`src/shared/enb_pkg.sv`:
```
package enb_pkg;

  // ----------------------------------------
  // Register offsets
  // ----------------------------------------
  localparam int ADDR_W = 12;
  localparam logic [11:0] OFS_LOOP_ACT_CODE = 12'h126;
  localparam logic [11:0] OFS_LOOP_DEACT_CODE = 12'h127;
  localparam logic [11:0] OFS_DEFECT_DET = 12'h129;
  localparam logic [11:0] OFS_NAT_SEL = 12'h130;
  localparam logic [11:0] OFS_LOOP_STATUS = 12'h138;

  // ----------------------------------------
  // Field positions and reset values
  // ----------------------------------------
  localparam int BIT_SA8_SEL = 7;
  localparam int BIT_SA7_SEL = 6;
  localparam int BIT_SA6_SEL = 5;
  localparam int BIT_SA5_SEL = 4;
  localparam int BIT_SA4_SEL = 3;
  localparam int BIT_LOOP1_EN = 2;
  localparam int BIT_LOOP2_EN = 1;
  localparam int BIT_RELEASE_EN = 0;
  localparam int BIT_DEFECT_DET = 7;
  localparam logic [7:0] RST_NAT_SEL = 8'h00;
  localparam logic [7:0] RST_DEFECT_DET = 8'h80;

  // ----------------------------------------
  // Timeslot 0 bit positions in a non-alignment frame
  // ----------------------------------------
  localparam logic [7:0] POS_A = 8'h02;
  localparam logic [7:0] POS_SA4 = 8'h03;
  localparam logic [7:0] POS_SA5 = 8'h04;
  localparam logic [7:0] POS_SA6 = 8'h05;
  localparam logic [7:0] POS_SA8 = 8'h07;

  // ----------------------------------------
  // Loopback code patterns and repeat count
  // ----------------------------------------
  localparam logic [7:0] PAT_ZERO = 8'h00;
  localparam logic [7:0] PAT_ONES = 8'hff;
  localparam logic [7:0] PAT_ALT = 8'haa;
  localparam int REPEAT_CNT = 8;

  // Loopback state, one-hot
  typedef enum logic [1:0] {
    LOOP_OFF = 2'b01,
    LOOP_ON = 2'b10
  } enb_loop_state_t;

  // Frame timing from the transmit framer
  typedef struct packed {
    logic bit_en;
    logic frame_start;
    logic nfas;
  } enb_timing_t;

  // Sa4..Sa8 register values, one byte each
  typedef struct packed {
    logic [7:0] sa8;
    logic [7:0] sa7;
    logic [7:0] sa6;
    logic [7:0] sa5;
    logic [7:0] sa4;
  } enb_sa_vals_t;

endpackage

```
`src/verilog/enb_sa_loop_ctrl.sv`:
```
// Our own choice: the strobed register port.
`timescale 1ns/10ps
// How it works
// - Select bit 7 low: Sa8 from backplane serial; high: from Sa8 register.
// - Select bit 6 low: Sa7 from backplane serial; high: from Sa7 register.
// - Select bit 5 low: Sa6 from backplane serial; high: from Sa6 register.
// - Select bit 4 low: Sa5 from backplane serial; high: from Sa5 register.
// - Select bit 3 low: Sa4 from backplane serial; high: from Sa4 register.
// - Enable one: Sa5 zeros, Sa6 ones, A ones, eight words each, loops.
// - Enable two: Sa5 zeros, Sa6 alternating, A ones, eight words, loops.
// - Release enable: Sa5 and Sa6 zeros for eight words ends loopback.
// - Auto loop control acts only while Sa5 and Sa6 come from serial.
// - Select and auto loop enable bits reset to zero.
module enb_sa_loop_ctrl (
  input wire logic ref_clk_in,
  input wire logic rst_in,
  input wire enb_pkg::enb_timing_t timing_in,
  input wire logic backplane_tx_serial_in,
  input wire enb_pkg::enb_sa_vals_t sa_vals_in,
  input wire logic [enb_pkg::ADDR_W-1:0] addr_in,
  input wire logic [7:0] wr_data_in,
  input wire logic wr_in,
  input wire logic rd_in,
  output logic [7:0] rd_data_out,
  output logic tx_serial_out,
  output logic tx_valid_out,
  output logic local_loop_out,
  output logic defect_detect_en_out
);
  import enb_pkg::*;

  logic ser_meta_reg;
  logic ser_sync_reg;
  enb_timing_t tim_d1_reg;
  enb_timing_t tim_d2_reg;
  logic [7:0] pos_reg;
  logic [2:0] nfas_cnt_reg;
  logic [7:0] sel_reg;
  logic [7:0] ddet_reg;
  logic [7:0] rd_data_reg;
  logic tx_bit_reg;
  logic tx_valid_reg;
  enb_loop_state_t state_reg;
  enb_loop_state_t state_next;
  logic src_two_reg;
  logic src_two_next;

  // ----------------------------------------
  // Backplane input synchroniser, timing aligned
  // ----------------------------------------
  always_ff @(posedge ref_clk_in)
  begin
    if (rst_in)
    begin
      ser_meta_reg <= 1'b0;
      ser_sync_reg <= 1'b0;
      tim_d1_reg <= '0;
      tim_d2_reg <= '0;
    end
    else
    begin
      ser_meta_reg <= backplane_tx_serial_in;
      ser_sync_reg <= ser_meta_reg;
      tim_d1_reg <= timing_in;
      tim_d2_reg <= tim_d1_reg;
    end
  end

  // ----------------------------------------
  // Bit position within frame
  // ----------------------------------------
  logic [7:0] bit_idx;
  logic bit_en;
  logic in_ts0_nfas;
  logic at_sa4;
  logic at_sa5;
  logic at_sa6;
  logic at_sa7;
  logic at_sa8;
  logic at_a;
  logic word_done;

  assign bit_en = tim_d2_reg.bit_en;
  assign bit_idx = tim_d2_reg.frame_start ? 8'h00 : pos_reg;
  assign in_ts0_nfas = bit_en && tim_d2_reg.nfas;
  assign at_a = in_ts0_nfas && (bit_idx == POS_A);
  assign at_sa4 = in_ts0_nfas && (bit_idx == POS_SA4);
  assign at_sa5 = in_ts0_nfas && (bit_idx == POS_SA5);
  assign at_sa6 = in_ts0_nfas && (bit_idx == POS_SA6);
  assign at_sa7 = in_ts0_nfas && (bit_idx == POS_SA8 - 8'h01);
  assign at_sa8 = in_ts0_nfas && (bit_idx == POS_SA8);
  assign word_done = at_sa8 && (nfas_cnt_reg == 3'h7);

  // Position and non-alignment frame counters
  always_ff @(posedge ref_clk_in)
  begin
    if (rst_in)
    begin
      pos_reg <= 8'h00;
      nfas_cnt_reg <= 3'h0;
    end
    else
    begin
      if (bit_en)
        pos_reg <= bit_idx + 8'h01;
      if (at_sa8)
        nfas_cnt_reg <= nfas_cnt_reg + 3'h1;
    end
  end

  // ----------------------------------------
  // National bit source selection
  // ----------------------------------------
  logic [2:0] reg_bit_idx;
  logic [4:0] sa_reg_bit;
  logic out_bit;

  // Register bits sent most significant first over eight frames
  assign reg_bit_idx = 3'h7 - nfas_cnt_reg;
  assign sa_reg_bit[0] = sa_vals_in.sa4[reg_bit_idx];
  assign sa_reg_bit[1] = sa_vals_in.sa5[reg_bit_idx];
  assign sa_reg_bit[2] = sa_vals_in.sa6[reg_bit_idx];
  assign sa_reg_bit[3] = sa_vals_in.sa7[reg_bit_idx];
  assign sa_reg_bit[4] = sa_vals_in.sa8[reg_bit_idx];
  assign out_bit = (at_sa8 && sel_reg[BIT_SA8_SEL]) ? sa_reg_bit[4] :
    (at_sa7 && sel_reg[BIT_SA7_SEL]) ? sa_reg_bit[3] :
    (at_sa6 && sel_reg[BIT_SA6_SEL]) ? sa_reg_bit[2] :
    (at_sa5 && sel_reg[BIT_SA5_SEL]) ? sa_reg_bit[1] :
    (at_sa4 && sel_reg[BIT_SA4_SEL]) ? sa_reg_bit[0] :
    ser_sync_reg;

  // Transmit bit register
  always_ff @(posedge ref_clk_in)
  begin
    if (rst_in)
    begin
      tx_bit_reg <= 1'b0;
      tx_valid_reg <= 1'b0;
    end
    else
    begin
      tx_valid_reg <= bit_en;
      if (bit_en)
        tx_bit_reg <= out_bit;
    end
  end

  // ----------------------------------------
  // Pattern detectors on backplane bits
  // ----------------------------------------
  logic hit_sa5_zero;
  logic hit_sa6_ones;
  logic hit_sa6_alt;
  logic hit_sa6_zero;
  logic hit_a_ones;

  enb_pattern_det #(.PATTERN(PAT_ZERO), .REPEAT(REPEAT_CNT)) u_sa5_zero (
    .ref_clk_in(ref_clk_in), .rst_in(rst_in), .shift_in(at_sa5),
    .bit_in(ser_sync_reg), .word_done_in(word_done), .hit_out(hit_sa5_zero));
  enb_pattern_det #(.PATTERN(PAT_ONES), .REPEAT(REPEAT_CNT)) u_sa6_ones (
    .ref_clk_in(ref_clk_in), .rst_in(rst_in), .shift_in(at_sa6),
    .bit_in(ser_sync_reg), .word_done_in(word_done), .hit_out(hit_sa6_ones));
  enb_pattern_det #(.PATTERN(PAT_ALT), .REPEAT(REPEAT_CNT)) u_sa6_alt (
    .ref_clk_in(ref_clk_in), .rst_in(rst_in), .shift_in(at_sa6),
    .bit_in(ser_sync_reg), .word_done_in(word_done), .hit_out(hit_sa6_alt));
  enb_pattern_det #(.PATTERN(PAT_ZERO), .REPEAT(REPEAT_CNT)) u_sa6_zero (
    .ref_clk_in(ref_clk_in), .rst_in(rst_in), .shift_in(at_sa6),
    .bit_in(ser_sync_reg), .word_done_in(word_done), .hit_out(hit_sa6_zero));
  enb_pattern_det #(.PATTERN(PAT_ONES), .REPEAT(REPEAT_CNT)) u_a_ones (
    .ref_clk_in(ref_clk_in), .rst_in(rst_in), .shift_in(at_a),
    .bit_in(ser_sync_reg), .word_done_in(word_done), .hit_out(hit_a_ones));

  // ----------------------------------------
  // Automatic loopback control
  // ----------------------------------------
  logic from_serial;
  logic act_one;
  logic act_two;
  logic release_hit;
  logic src_en_kept;

  assign from_serial = !sel_reg[BIT_SA5_SEL] && !sel_reg[BIT_SA6_SEL];
  assign act_one = sel_reg[BIT_LOOP1_EN] && from_serial && hit_sa5_zero
    && hit_sa6_ones && hit_a_ones;
  assign act_two = sel_reg[BIT_LOOP2_EN] && from_serial && hit_sa5_zero
    && hit_sa6_alt && hit_a_ones;
  assign release_hit = sel_reg[BIT_RELEASE_EN] && from_serial && hit_sa5_zero
    && hit_sa6_zero;
  assign src_en_kept = src_two_reg ? sel_reg[BIT_LOOP2_EN] : sel_reg[BIT_LOOP1_EN];

  // Loopback state transitions
  always_comb
  begin
    state_next = state_reg;
    src_two_next = src_two_reg;
    case (state_reg)
      LOOP_OFF:
      begin
        if (act_one || act_two)
        begin
          state_next = LOOP_ON;
          src_two_next = !act_one;
        end
      end
      LOOP_ON:
      begin
        if (release_hit || !src_en_kept)
          state_next = LOOP_OFF;
      end
      default:
      begin
        state_next = LOOP_OFF;
        src_two_next = 1'b0;
      end
    endcase
  end

  // Loopback state register
  always_ff @(posedge ref_clk_in)
  begin
    if (rst_in)
    begin
      state_reg <= LOOP_OFF;
      src_two_reg <= 1'b0;
    end
    else
    begin
      state_reg <= state_next;
      src_two_reg <= src_two_next;
    end
  end

  // ----------------------------------------
  // Register port
  // ----------------------------------------
  logic wr_sel;
  logic wr_ddet;
  logic [7:0] status_val;
  logic [7:0] rd_mux;

  assign wr_sel = wr_in && (addr_in == OFS_NAT_SEL);
  assign wr_ddet = wr_in && (addr_in == OFS_DEFECT_DET);
  assign status_val = {2'b00, hit_a_ones, hit_sa6_zero, hit_sa6_alt,
    hit_sa6_ones, src_two_reg, state_reg == LOOP_ON};
  assign rd_mux = (addr_in == OFS_NAT_SEL) ? sel_reg :
    (addr_in == OFS_DEFECT_DET) ? ddet_reg :
    (addr_in == OFS_LOOP_STATUS) ? status_val : 8'h00;

  // Writes and read data
  always_ff @(posedge ref_clk_in)
  begin
    if (rst_in)
    begin
      sel_reg <= RST_NAT_SEL;
      ddet_reg <= RST_DEFECT_DET;
      rd_data_reg <= 8'h00;
    end
    else
    begin
      if (wr_sel)
        sel_reg <= wr_data_in;
      if (wr_ddet)
        ddet_reg <= {wr_data_in[BIT_DEFECT_DET], 7'h00};
      rd_data_reg <= rd_in ? rd_mux : 8'h00;
    end
  end

  assign rd_data_out = rd_data_reg;
  assign tx_serial_out = tx_bit_reg;
  assign tx_valid_out = tx_valid_reg;
  assign local_loop_out = (state_reg == LOOP_ON);
  assign defect_detect_en_out = ddet_reg[BIT_DEFECT_DET];

  // ----------------------------------------
  // Checks
  // ----------------------------------------
  AST_SA8_REG: assert property (@(posedge ref_clk_in) disable iff (rst_in)
    at_sa8 && sel_reg[BIT_SA8_SEL] |=> tx_serial_out == $past(sa_reg_bit[4]))
    else $error("Sa8 not taken from register");
  AST_SA7_SER: assert property (@(posedge ref_clk_in) disable iff (rst_in)
    at_sa7 && !sel_reg[BIT_SA7_SEL] |=> tx_serial_out == $past(ser_sync_reg))
    else $error("Sa7 not taken from serial input");
  AST_SA6_REG: assert property (@(posedge ref_clk_in) disable iff (rst_in)
    at_sa6 && sel_reg[BIT_SA6_SEL] |=> tx_serial_out == $past(sa_reg_bit[2]))
    else $error("Sa6 not taken from register");
  AST_SA5_REG: assert property (@(posedge ref_clk_in) disable iff (rst_in)
    at_sa5 && sel_reg[BIT_SA5_SEL] |=> tx_serial_out == $past(sa_reg_bit[1]))
    else $error("Sa5 not taken from register");
  AST_SA4_SER: assert property (@(posedge ref_clk_in) disable iff (rst_in)
    at_sa4 && !sel_reg[BIT_SA4_SEL] |=> tx_serial_out == $past(ser_sync_reg))
    else $error("Sa4 not taken from serial input");
  AST_LOOP_ONE: assert property (@(posedge ref_clk_in) disable iff (rst_in)
    !local_loop_out && act_one |=> local_loop_out && !src_two_reg)
    else $error("Loop one pattern did not activate loopback");
  AST_LOOP_TWO: assert property (@(posedge ref_clk_in) disable iff (rst_in)
    !local_loop_out && act_two && !act_one |=> local_loop_out && src_two_reg)
    else $error("Loop two pattern did not activate loopback");
  AST_RELEASE: assert property (@(posedge ref_clk_in) disable iff (rst_in)
    local_loop_out && release_hit |=> !local_loop_out)
    else $error("Release pattern did not end loopback");
  AST_SERIAL_ONLY: assert property (@(posedge ref_clk_in) disable iff (rst_in)
    !local_loop_out && !from_serial |=> !local_loop_out)
    else $error("Loopback activated with Sa from registers");
  AST_RESET_VAL: assert property (@(posedge ref_clk_in)
    rst_in |=> sel_reg == 8'h00 && !local_loop_out)
    else $error("Select bits or loopback not cleared by reset");
  AST_LOOP_HOLD: assert property (@(posedge ref_clk_in) disable iff (rst_in)
    local_loop_out && !release_hit && src_en_kept |=> local_loop_out)
    else $error("Loopback dropped without cause");
  COV_LOOP_ONE: cover property (@(posedge ref_clk_in) disable iff (rst_in)
    $rose(local_loop_out) && !src_two_reg);
  COV_LOOP_TWO: cover property (@(posedge ref_clk_in) disable iff (rst_in)
    $rose(local_loop_out) && src_two_reg);
  COV_RELEASE: cover property (@(posedge ref_clk_in) disable iff (rst_in)
    local_loop_out && release_hit ##1 !local_loop_out);

endmodule

```
`src/verilog/enb_pattern_det.sv`:
```
`timescale 1ns/10ps
module enb_pattern_det #(
  parameter logic [7:0] PATTERN = 8'h00,
  parameter int REPEAT = 8
) (
  input wire logic ref_clk_in,
  input wire logic rst_in,
  input wire logic shift_in,
  input wire logic bit_in,
  input wire logic word_done_in,
  output logic hit_out
);
  import enb_pkg::*;

  logic [7:0] word_reg;
  logic [3:0] cnt_reg;
  logic [3:0] cnt_next;
  logic match;
  logic full;

  // ----------------------------------------
  // Word compare and repeat counter
  // ----------------------------------------
  assign match = (word_reg == PATTERN);
  assign full = (cnt_reg == 4'(REPEAT));
  assign cnt_next = !match ? 4'h0 : (full ? cnt_reg : cnt_reg + 4'h1);
  assign hit_out = full;

  // Bit gathering and counting
  always_ff @(posedge ref_clk_in)
  begin
    if (rst_in)
    begin
      word_reg <= 8'h00;
      cnt_reg <= 4'h0;
    end
    else
    begin
      if (shift_in)
        word_reg <= {word_reg[6:0], bit_in};
      if (word_done_in)
        cnt_reg <= cnt_next;
    end
  end

  // ----------------------------------------
  // Checks
  // ----------------------------------------
  AST_MISMATCH_CLEARS: assert property (@(posedge ref_clk_in) disable iff (rst_in)
    word_done_in && !match |=> cnt_reg == 4'h0)
    else $error("Count kept after a mismatching word");
  AST_MATCH_COUNTS: assert property (@(posedge ref_clk_in) disable iff (rst_in)
    word_done_in && match && !full |=> cnt_reg == $past(cnt_reg) + 4'h1)
    else $error("Matching word not counted");

endmodule

```
`config.mk`:
```
export PLATFORM = sky130hd
export DESIGN_NAME = enb_sa_loop_ctrl
export DESIGN_NICKNAME = d
export VERILOG_FILES = /design/src/shared/enb_pkg.sv /design/src/verilog/enb_sa_loop_ctrl.sv /design/src/verilog/enb_pattern_det.sv
export SDC_FILE = /design/constraint.sdc
export NUM_CORES = 1
export LEC_CHECK = 0
export BUFFER_PORTS_ARGS = -buffer_cell sky130_fd_sc_hd__clkbuf_2
export CAP_MARGIN = 30
export CORE_MARGIN = 2
export CORE_UTILIZATION = 50
export CTS_CLUSTER_SIZE = 25
export DETAILED_ROUTE_END_ITERATION = 12
export PLACE_DENSITY = 0.76
export SYNTH_ARGS = -nofsm -noshare
export SYNTH_HDL_FRONTEND = slang
export SYNTH_SLANG_ARGS = --single-unit
```
`constraint.sdc`:
```
create_clock -name ref_clk_in -period 2 [get_ports ref_clk_in]
set_clock_uncertainty 0.1 [all_clocks]
set_input_delay 0.3 -clock ref_clk_in [delete_from_list [all_inputs] [get_ports ref_clk_in]]
set_output_delay 0.3 -clock ref_clk_in [all_outputs]
set_load 0.02 [all_outputs]
```
-- Yosys cells after proc, flatten, opt, wreduce, memory -nomap -nowiden
Index checks and enable logic that the tools add are counted.
- register bits after elaboration: 101
- input port bits: 68
- output and inout bits: 12
- word-level logic and storage cells: 143
- add/subtract/negate cells: 8
- $lt $le $gt $ge: 1
- eq/ne operators: 27
- muxes and demuxes: 35
- bitwise operators: 2
- reductions and logical operators: 43
- operators with widths (cell ; number):
    4-bit two-way mux ; 10
    12-bit by 9-bit equality test with 1-bit output, second input constant ; 3
    8-bit by 3-bit equality test with 1-bit output, second input constant ; 4
    1-bit logical AND ; 27
    8-bit equality test, second input constant ; 3
    8-bit two-way mux ; 3
    4-bit by 1-bit adder with 4-bit output, second input constant ; 5
    4-bit equality test, second input constant ; 5
    8-bit by 2-bit equality test with 1-bit output, second input constant ; 2
    8-bit logical NOT ; 2
    1-bit binary-select mux with 3-bit select ; 5
    2-bit AND reduction ; 7
    1-bit two-way mux ; 12
    2-bit != test, second input constant ; 6
    8-bit by 1-bit adder with 8-bit output, second input constant ; 1
    6-bit two-way mux ; 1
    1-bit logical NOT ; 4
    3-bit by 4-bit < comparator with 1-bit output, second input constant ; 1
    2-bit two-way mux ; 2
    2-bit one-hot mux with 2 select lines ; 1
    3-bit by 1-bit adder with 3-bit output, second input constant ; 1
    3-bit equality test, second input constant ; 1
    3-bit subtractor, first input constant ; 1
    2-bit by 1-bit equality test with 1-bit output, second input constant ; 1
    other kinds (6) ; 8

-- Depth between registers and ports, before layout
- depth in word-level cells: 9
- depth in mapped cells: 7
- depth with buffers taken out: 7

-- Modules after synthesis
A second synthesis with hierarchy kept.
- cell total of the unflattened synthesis: 530
- area total of the unflattened synthesis: 4983.5 um2
- modules (own cells, without submodules) (module ; times used ; cells an instance ; area each (um2) ; sequential area each (um2)):
    enb_sa_loop_ctrl ; 1 ; 235 ; 2177.1 ; 820.8
    enb_pattern_det (u_sa5_zero ...) ; 2 ; 59 ; 561.8 ; 240.2
    enb_pattern_det (u_a_ones ...) ; 2 ; 59 ; 559.3 ; 240.2
    enb_pattern_det (u_sa6_alt) ; 1 ; 59 ; 564.3 ; 240.2

-- Worst setup path after synthesis
Ideal clock, no wire load.
- path type: register -> register
- from: reg nfas_cnt_reg[1]
- to: reg tx_bit_reg, in the netlist tx_serial_out
- setup time: 0.120 ns
- arrival: 1.657 ns
- data required time: 1.780 ns
- setup slack: 0.123 ns
- stages on the path, launching flop included: 7
- path buffers: 1
- period minus slack after synthesis: 1.877 ns
- cell sequence: dfxtp_1 buf_6 mux4_1 mux2_2 o221ai_2 a21oi_1 o31a_1
- cells in the longest elaborated chain, start to end: 8
- elaborated cells between the ends (all ways): 16
- classes of those cells: 1 x add/sub; 15 x mux
- ends and longest elaborated chain (element ; RTL line ; source):
    from (decl) ; enb_sa_loop_ctrl.sv:37 ; logic [2:0] nfas_cnt_reg;
    from (signal assigned) ; enb_sa_loop_ctrl.sv:107 ; nfas_cnt_reg <= nfas_cnt_reg + 3'h1;
    3-bit subtractor (*) ; enb_sa_loop_ctrl.sv:119 ; assign reg_bit_idx = 3'h7 - nfas_cnt_reg;
    1-bit binary-select mux with 3-bit select ; enb_sa_loop_ctrl.sv:120 ; assign sa_reg_bit[0] = sa_vals_in.sa4[reg_bit_idx];
    1-bit two-way mux (not written as such) ; enb_sa_loop_ctrl.sv:120 ;
    1-bit two-way mux ; enb_sa_loop_ctrl.sv:129 ; (at_sa4 && sel_reg[BIT_SA4_SEL]) ? sa_reg_bit[0] :
    1-bit two-way mux ; enb_sa_loop_ctrl.sv:128 ; (at_sa5 && sel_reg[BIT_SA5_SEL]) ? sa_reg_bit[1] :
    1-bit two-way mux ; enb_sa_loop_ctrl.sv:127 ; (at_sa6 && sel_reg[BIT_SA6_SEL]) ? sa_reg_bit[2] :
    1-bit two-way mux ; enb_sa_loop_ctrl.sv:126 ; (at_sa7 && sel_reg[BIT_SA7_SEL]) ? sa_reg_bit[3] :
    1-bit two-way mux (*) ; enb_sa_loop_ctrl.sv:125 ; assign out_bit = (at_sa8 && sel_reg[BIT_SA8_SEL]) ? sa_reg_bit[4] :
    to (signal assigned) ; enb_sa_loop_ctrl.sv:144 ; tx_bit_reg <= out_bit;
    to (decl) ; enb_sa_loop_ctrl.sv:41 ; logic tx_bit_reg;
Mark *: on every way between the ends. The rest lies on a longest branch, timed or not. The select of a mux whose other input is x is not followed.
A chain may end at the register's enable or synchronous reset.

-- Final worst setup path
- from: reg nfas_cnt_reg[0]
- to: reg tx_bit_reg, in the netlist tx_serial_out
Same word-level chain as after synthesis.

==> impl_metrics.yaml <==
hold_path:
  hold_depth: 2
  hold_path.class: "in -> reg"
  min_from: "timing_in[1]"
  whs_endpoint: "tim_d1_reg[1]"
critical_path:
  reg2reg_depth: 6
  path_max_fanout: 5
  r2r_slack_ps: 80
  cpMaxStageDelayCell: "mux4_1"
  critPathRequiredTime_ps: 2150
  timing.rr.end: "tx_serial_out"
  critPathTopFamily: "multiplexers"
  cp-end-kind: "flop"
  cp_num_buf_inv: 1
  crit_path_start_kind: "flop"
  r2r_start: "nfas_cnt_reg[0]"
  crit_chain: "buf_6 > mux4_1 > mux2_2 > mux2i_1 > a21oi_1 > o31a_1"
  critical_path_class: "reg -> reg"
  critPathMaxStageDelay_ps: 530
  cp.arrival_ps: 2070
grt:
  track_usage_pct: 22.6
  antenna_found_initial: 0
  grt_max_degree: 34
  grt_pass1_wl_mm: 16.1
  overflow: 0
  grt_pass1_vias: 3659
die:
  die_x_microns: 95.5
  die_area_sq_um: 9120
  core_sq_um: 8180
  io_pins: 80
  start_util_pct: 51.2
  die_h_microns: 95.5
  num_rows: 33
cells_and_area:
  nFillCells: 678
  areaGrowthSynthToFinish_pct: 19.7
  layout.nets: 647
  design_area_sq_um: 5010
  drive_gt1_share_pct: 25.9
  antenna_cells: 0
timing:
  setup_tns_ps: 0
  worst_slew_pin_slew_ps: 436
  hold_viol: 0
  period_share_pct: 96.0
  slew-limit-headroom_pct: 70.7
  max_freq_mhz: 521
  rsz0062_at_grt: "no"
  fin_ws_ps: 80.8
  finalSetupViolCount: 0
  fin_crit_ps: 1920
  final-max-slew-violation-count: 0
route:
  totalWireLength_mm: 9.91
  drt_iter0_drc: 169
  dr.pass1.iters: 4
  num_vias: 3824
  avgRoutedWirePerCell_microns: 14.7
  drcViolationCount: 0
  routed_via_density: 5.66
  antenna_violating_nets_post_route: 0
power_and_ir_drop:
  leakage_nw: 1.93
  powerDensity_nw_per_um2: 609
  ir_drop_v: 0.000399
status:
  status: "completed"
clock_tree:
  cts_made_buffers: 9
  root_buffer: "clkbuf_8"
  clockBufferDepth: 2
  cts_sinks: 85
  cts_setup_buffers: 0
  cts_tree: "built"
  htreeDepth: 3
  insertion_delay_ps: 360
  path_clk_slew_ps: 90
placed_design:
  dp_slack_ps: -40.0
  place.port_buffers: 79
  hpwl_mm: 7.35
  placed_area_sq_um: 4790
  gp_congestion: 0.813
logic_synthesis:
  yosysSeqAreaShare_pct: 40.7
  syn_nets: 550
  synthCells: 470
  yosysWarnings: 0
  synthFlopType: "dfxtp_1"
  synth-edff-count: 0
  syn_avg_cell_area_sq_um: 8.90
  ys_ff_latch: 85
  synth_cell_types: 50
  synth-async-reset-ratio_pct: 0
  synth_area_sq_um: 4190
job:
  cap_viol_max_count: 0
[where the power goes]
| group | switching [W] | internal, W |
|---|---|---|
| logic | 0.0000797 | 0.0000906 |
| clock network | 0.000603 | 0.000569 |
| registers | 0.00000612 | 0.00170 |
[repair_timing]
item | 4_1_cts | 5_1_grt
hold buffers | 0 | 0
cloned | 0 | 1
setup endpoints to repair | 8 | 27
resized for setup | 1 | 8
[through the flow]
step           hold slack [ps]  total power [W]  std cells  util (%)
6_report                  39.9          0.00305        676      61.3
5_1_grt                   33.6          0.00317        676      61.3
4_1_cts                   41.0          0.00307        675      60.9
3_5_place_dp               325          0.00192        660      58.6
3_3_place_gp               321          0.00191        660      58.6
2_1_floorplan              314          0.00183        470         -
[synthesized netlist by cell type, types with 9 or more instances]
cell type / number / area (sq um)
a21oi_1: 49 / 245
inv_1: 12 / 45.0
nand4_1: 9 / 56.3
dfxtp_1: 85 / 1700
nand2_1: 79 / 297
o21ai_0: 17 / 85.1
nor2b_1: 13 / 81.3
nand3_1: 18 / 90.1
a22oi_1: 9 / 67.6
ha_1: 12 / 150
nor2_1: 32 / 120
clkbuf_1: 14 / 52.6
mux2i_1: 16 / 160
[cell usage in the layout, fill, tap and decap left out, types with 3 or more instances in the layout]
cell      instances
a21oi_1          49
a22oi_1           9
and3_1            6
and4_1            5
buf_4            30
clkbuf_2         79
clkbuf_8          9
dfxtp_1          83
ha_1             11
inv_1            12
mux2_2            4
mux2i_1          16
mux4_1            7
mux4_2            3
nand2_1          79
nand3_1          18
nand3b_1          8
nand4_1           9
nor2_1           32
nor2b_1          13
nor3_1            8
nor3b_1           6
nor4_1            4
o21ai_0          17
or2_2             4
or4_1             5
[worst max path at each step]
stage,from,to,slack (ps),cells past startpoint
after floorplan,nfas_cnt_reg[1],tx_serial_out,120,6
after global placement,nfas_cnt_reg[1],u_sa6_zero.cnt_reg[3],70,5
after detailed placement,nfas_cnt_reg[1],u_sa5_zero.cnt_reg[2],-40,7
after CTS,nfas_cnt_reg[0],tx_serial_out,10,6
after global routing,nfas_cnt_reg[0],tx_serial_out,3,6
final,nfas_cnt_reg[0],tx_serial_out,80,6
[per-layer routing]
layer  up-vias  part of all wire [%]  global-route usage (%)  wire (microns)
met5         -                     0                       0               0
met4         0                   2.1                    9.40             210
met3        20                   4.7                    4.51             469
met2        96                    50                    41.1            4930
met1      1828                    43                    25.7            4300
li1       1880                     -                       -               -
[cell type report]
cell class                      instances  area [sq um]  share of cell area [%]
Inverter                               12          45.0                   0.899
Multi-Input combinational cell        349          2320                    46.2
Clock inverter                          4          50.0                   0.999
Timing Repair Buffer                  110           632                    12.6
Tap cell                              105           131                    2.62
Sequential cell                        85          1700                    34.0
Clock buffer                           11           131                    2.62
[cells by family after synthesis]
| family | count (synthesis) | synth area share (%) |
|---|---|---|
| simple gates | 215 | 27.2 |
| compound gates | 89 | 12.3 |
| flops | 85 | 40.7 |
| buf+inv | 37 | 4.81 |
| mux | 30 | 11.0 |
| fa+ha+maj | 12 | 3.59 |
| xor+xnor | 2 | 0.419 |
Note: power is estimated with default switching activity, not from simulation.
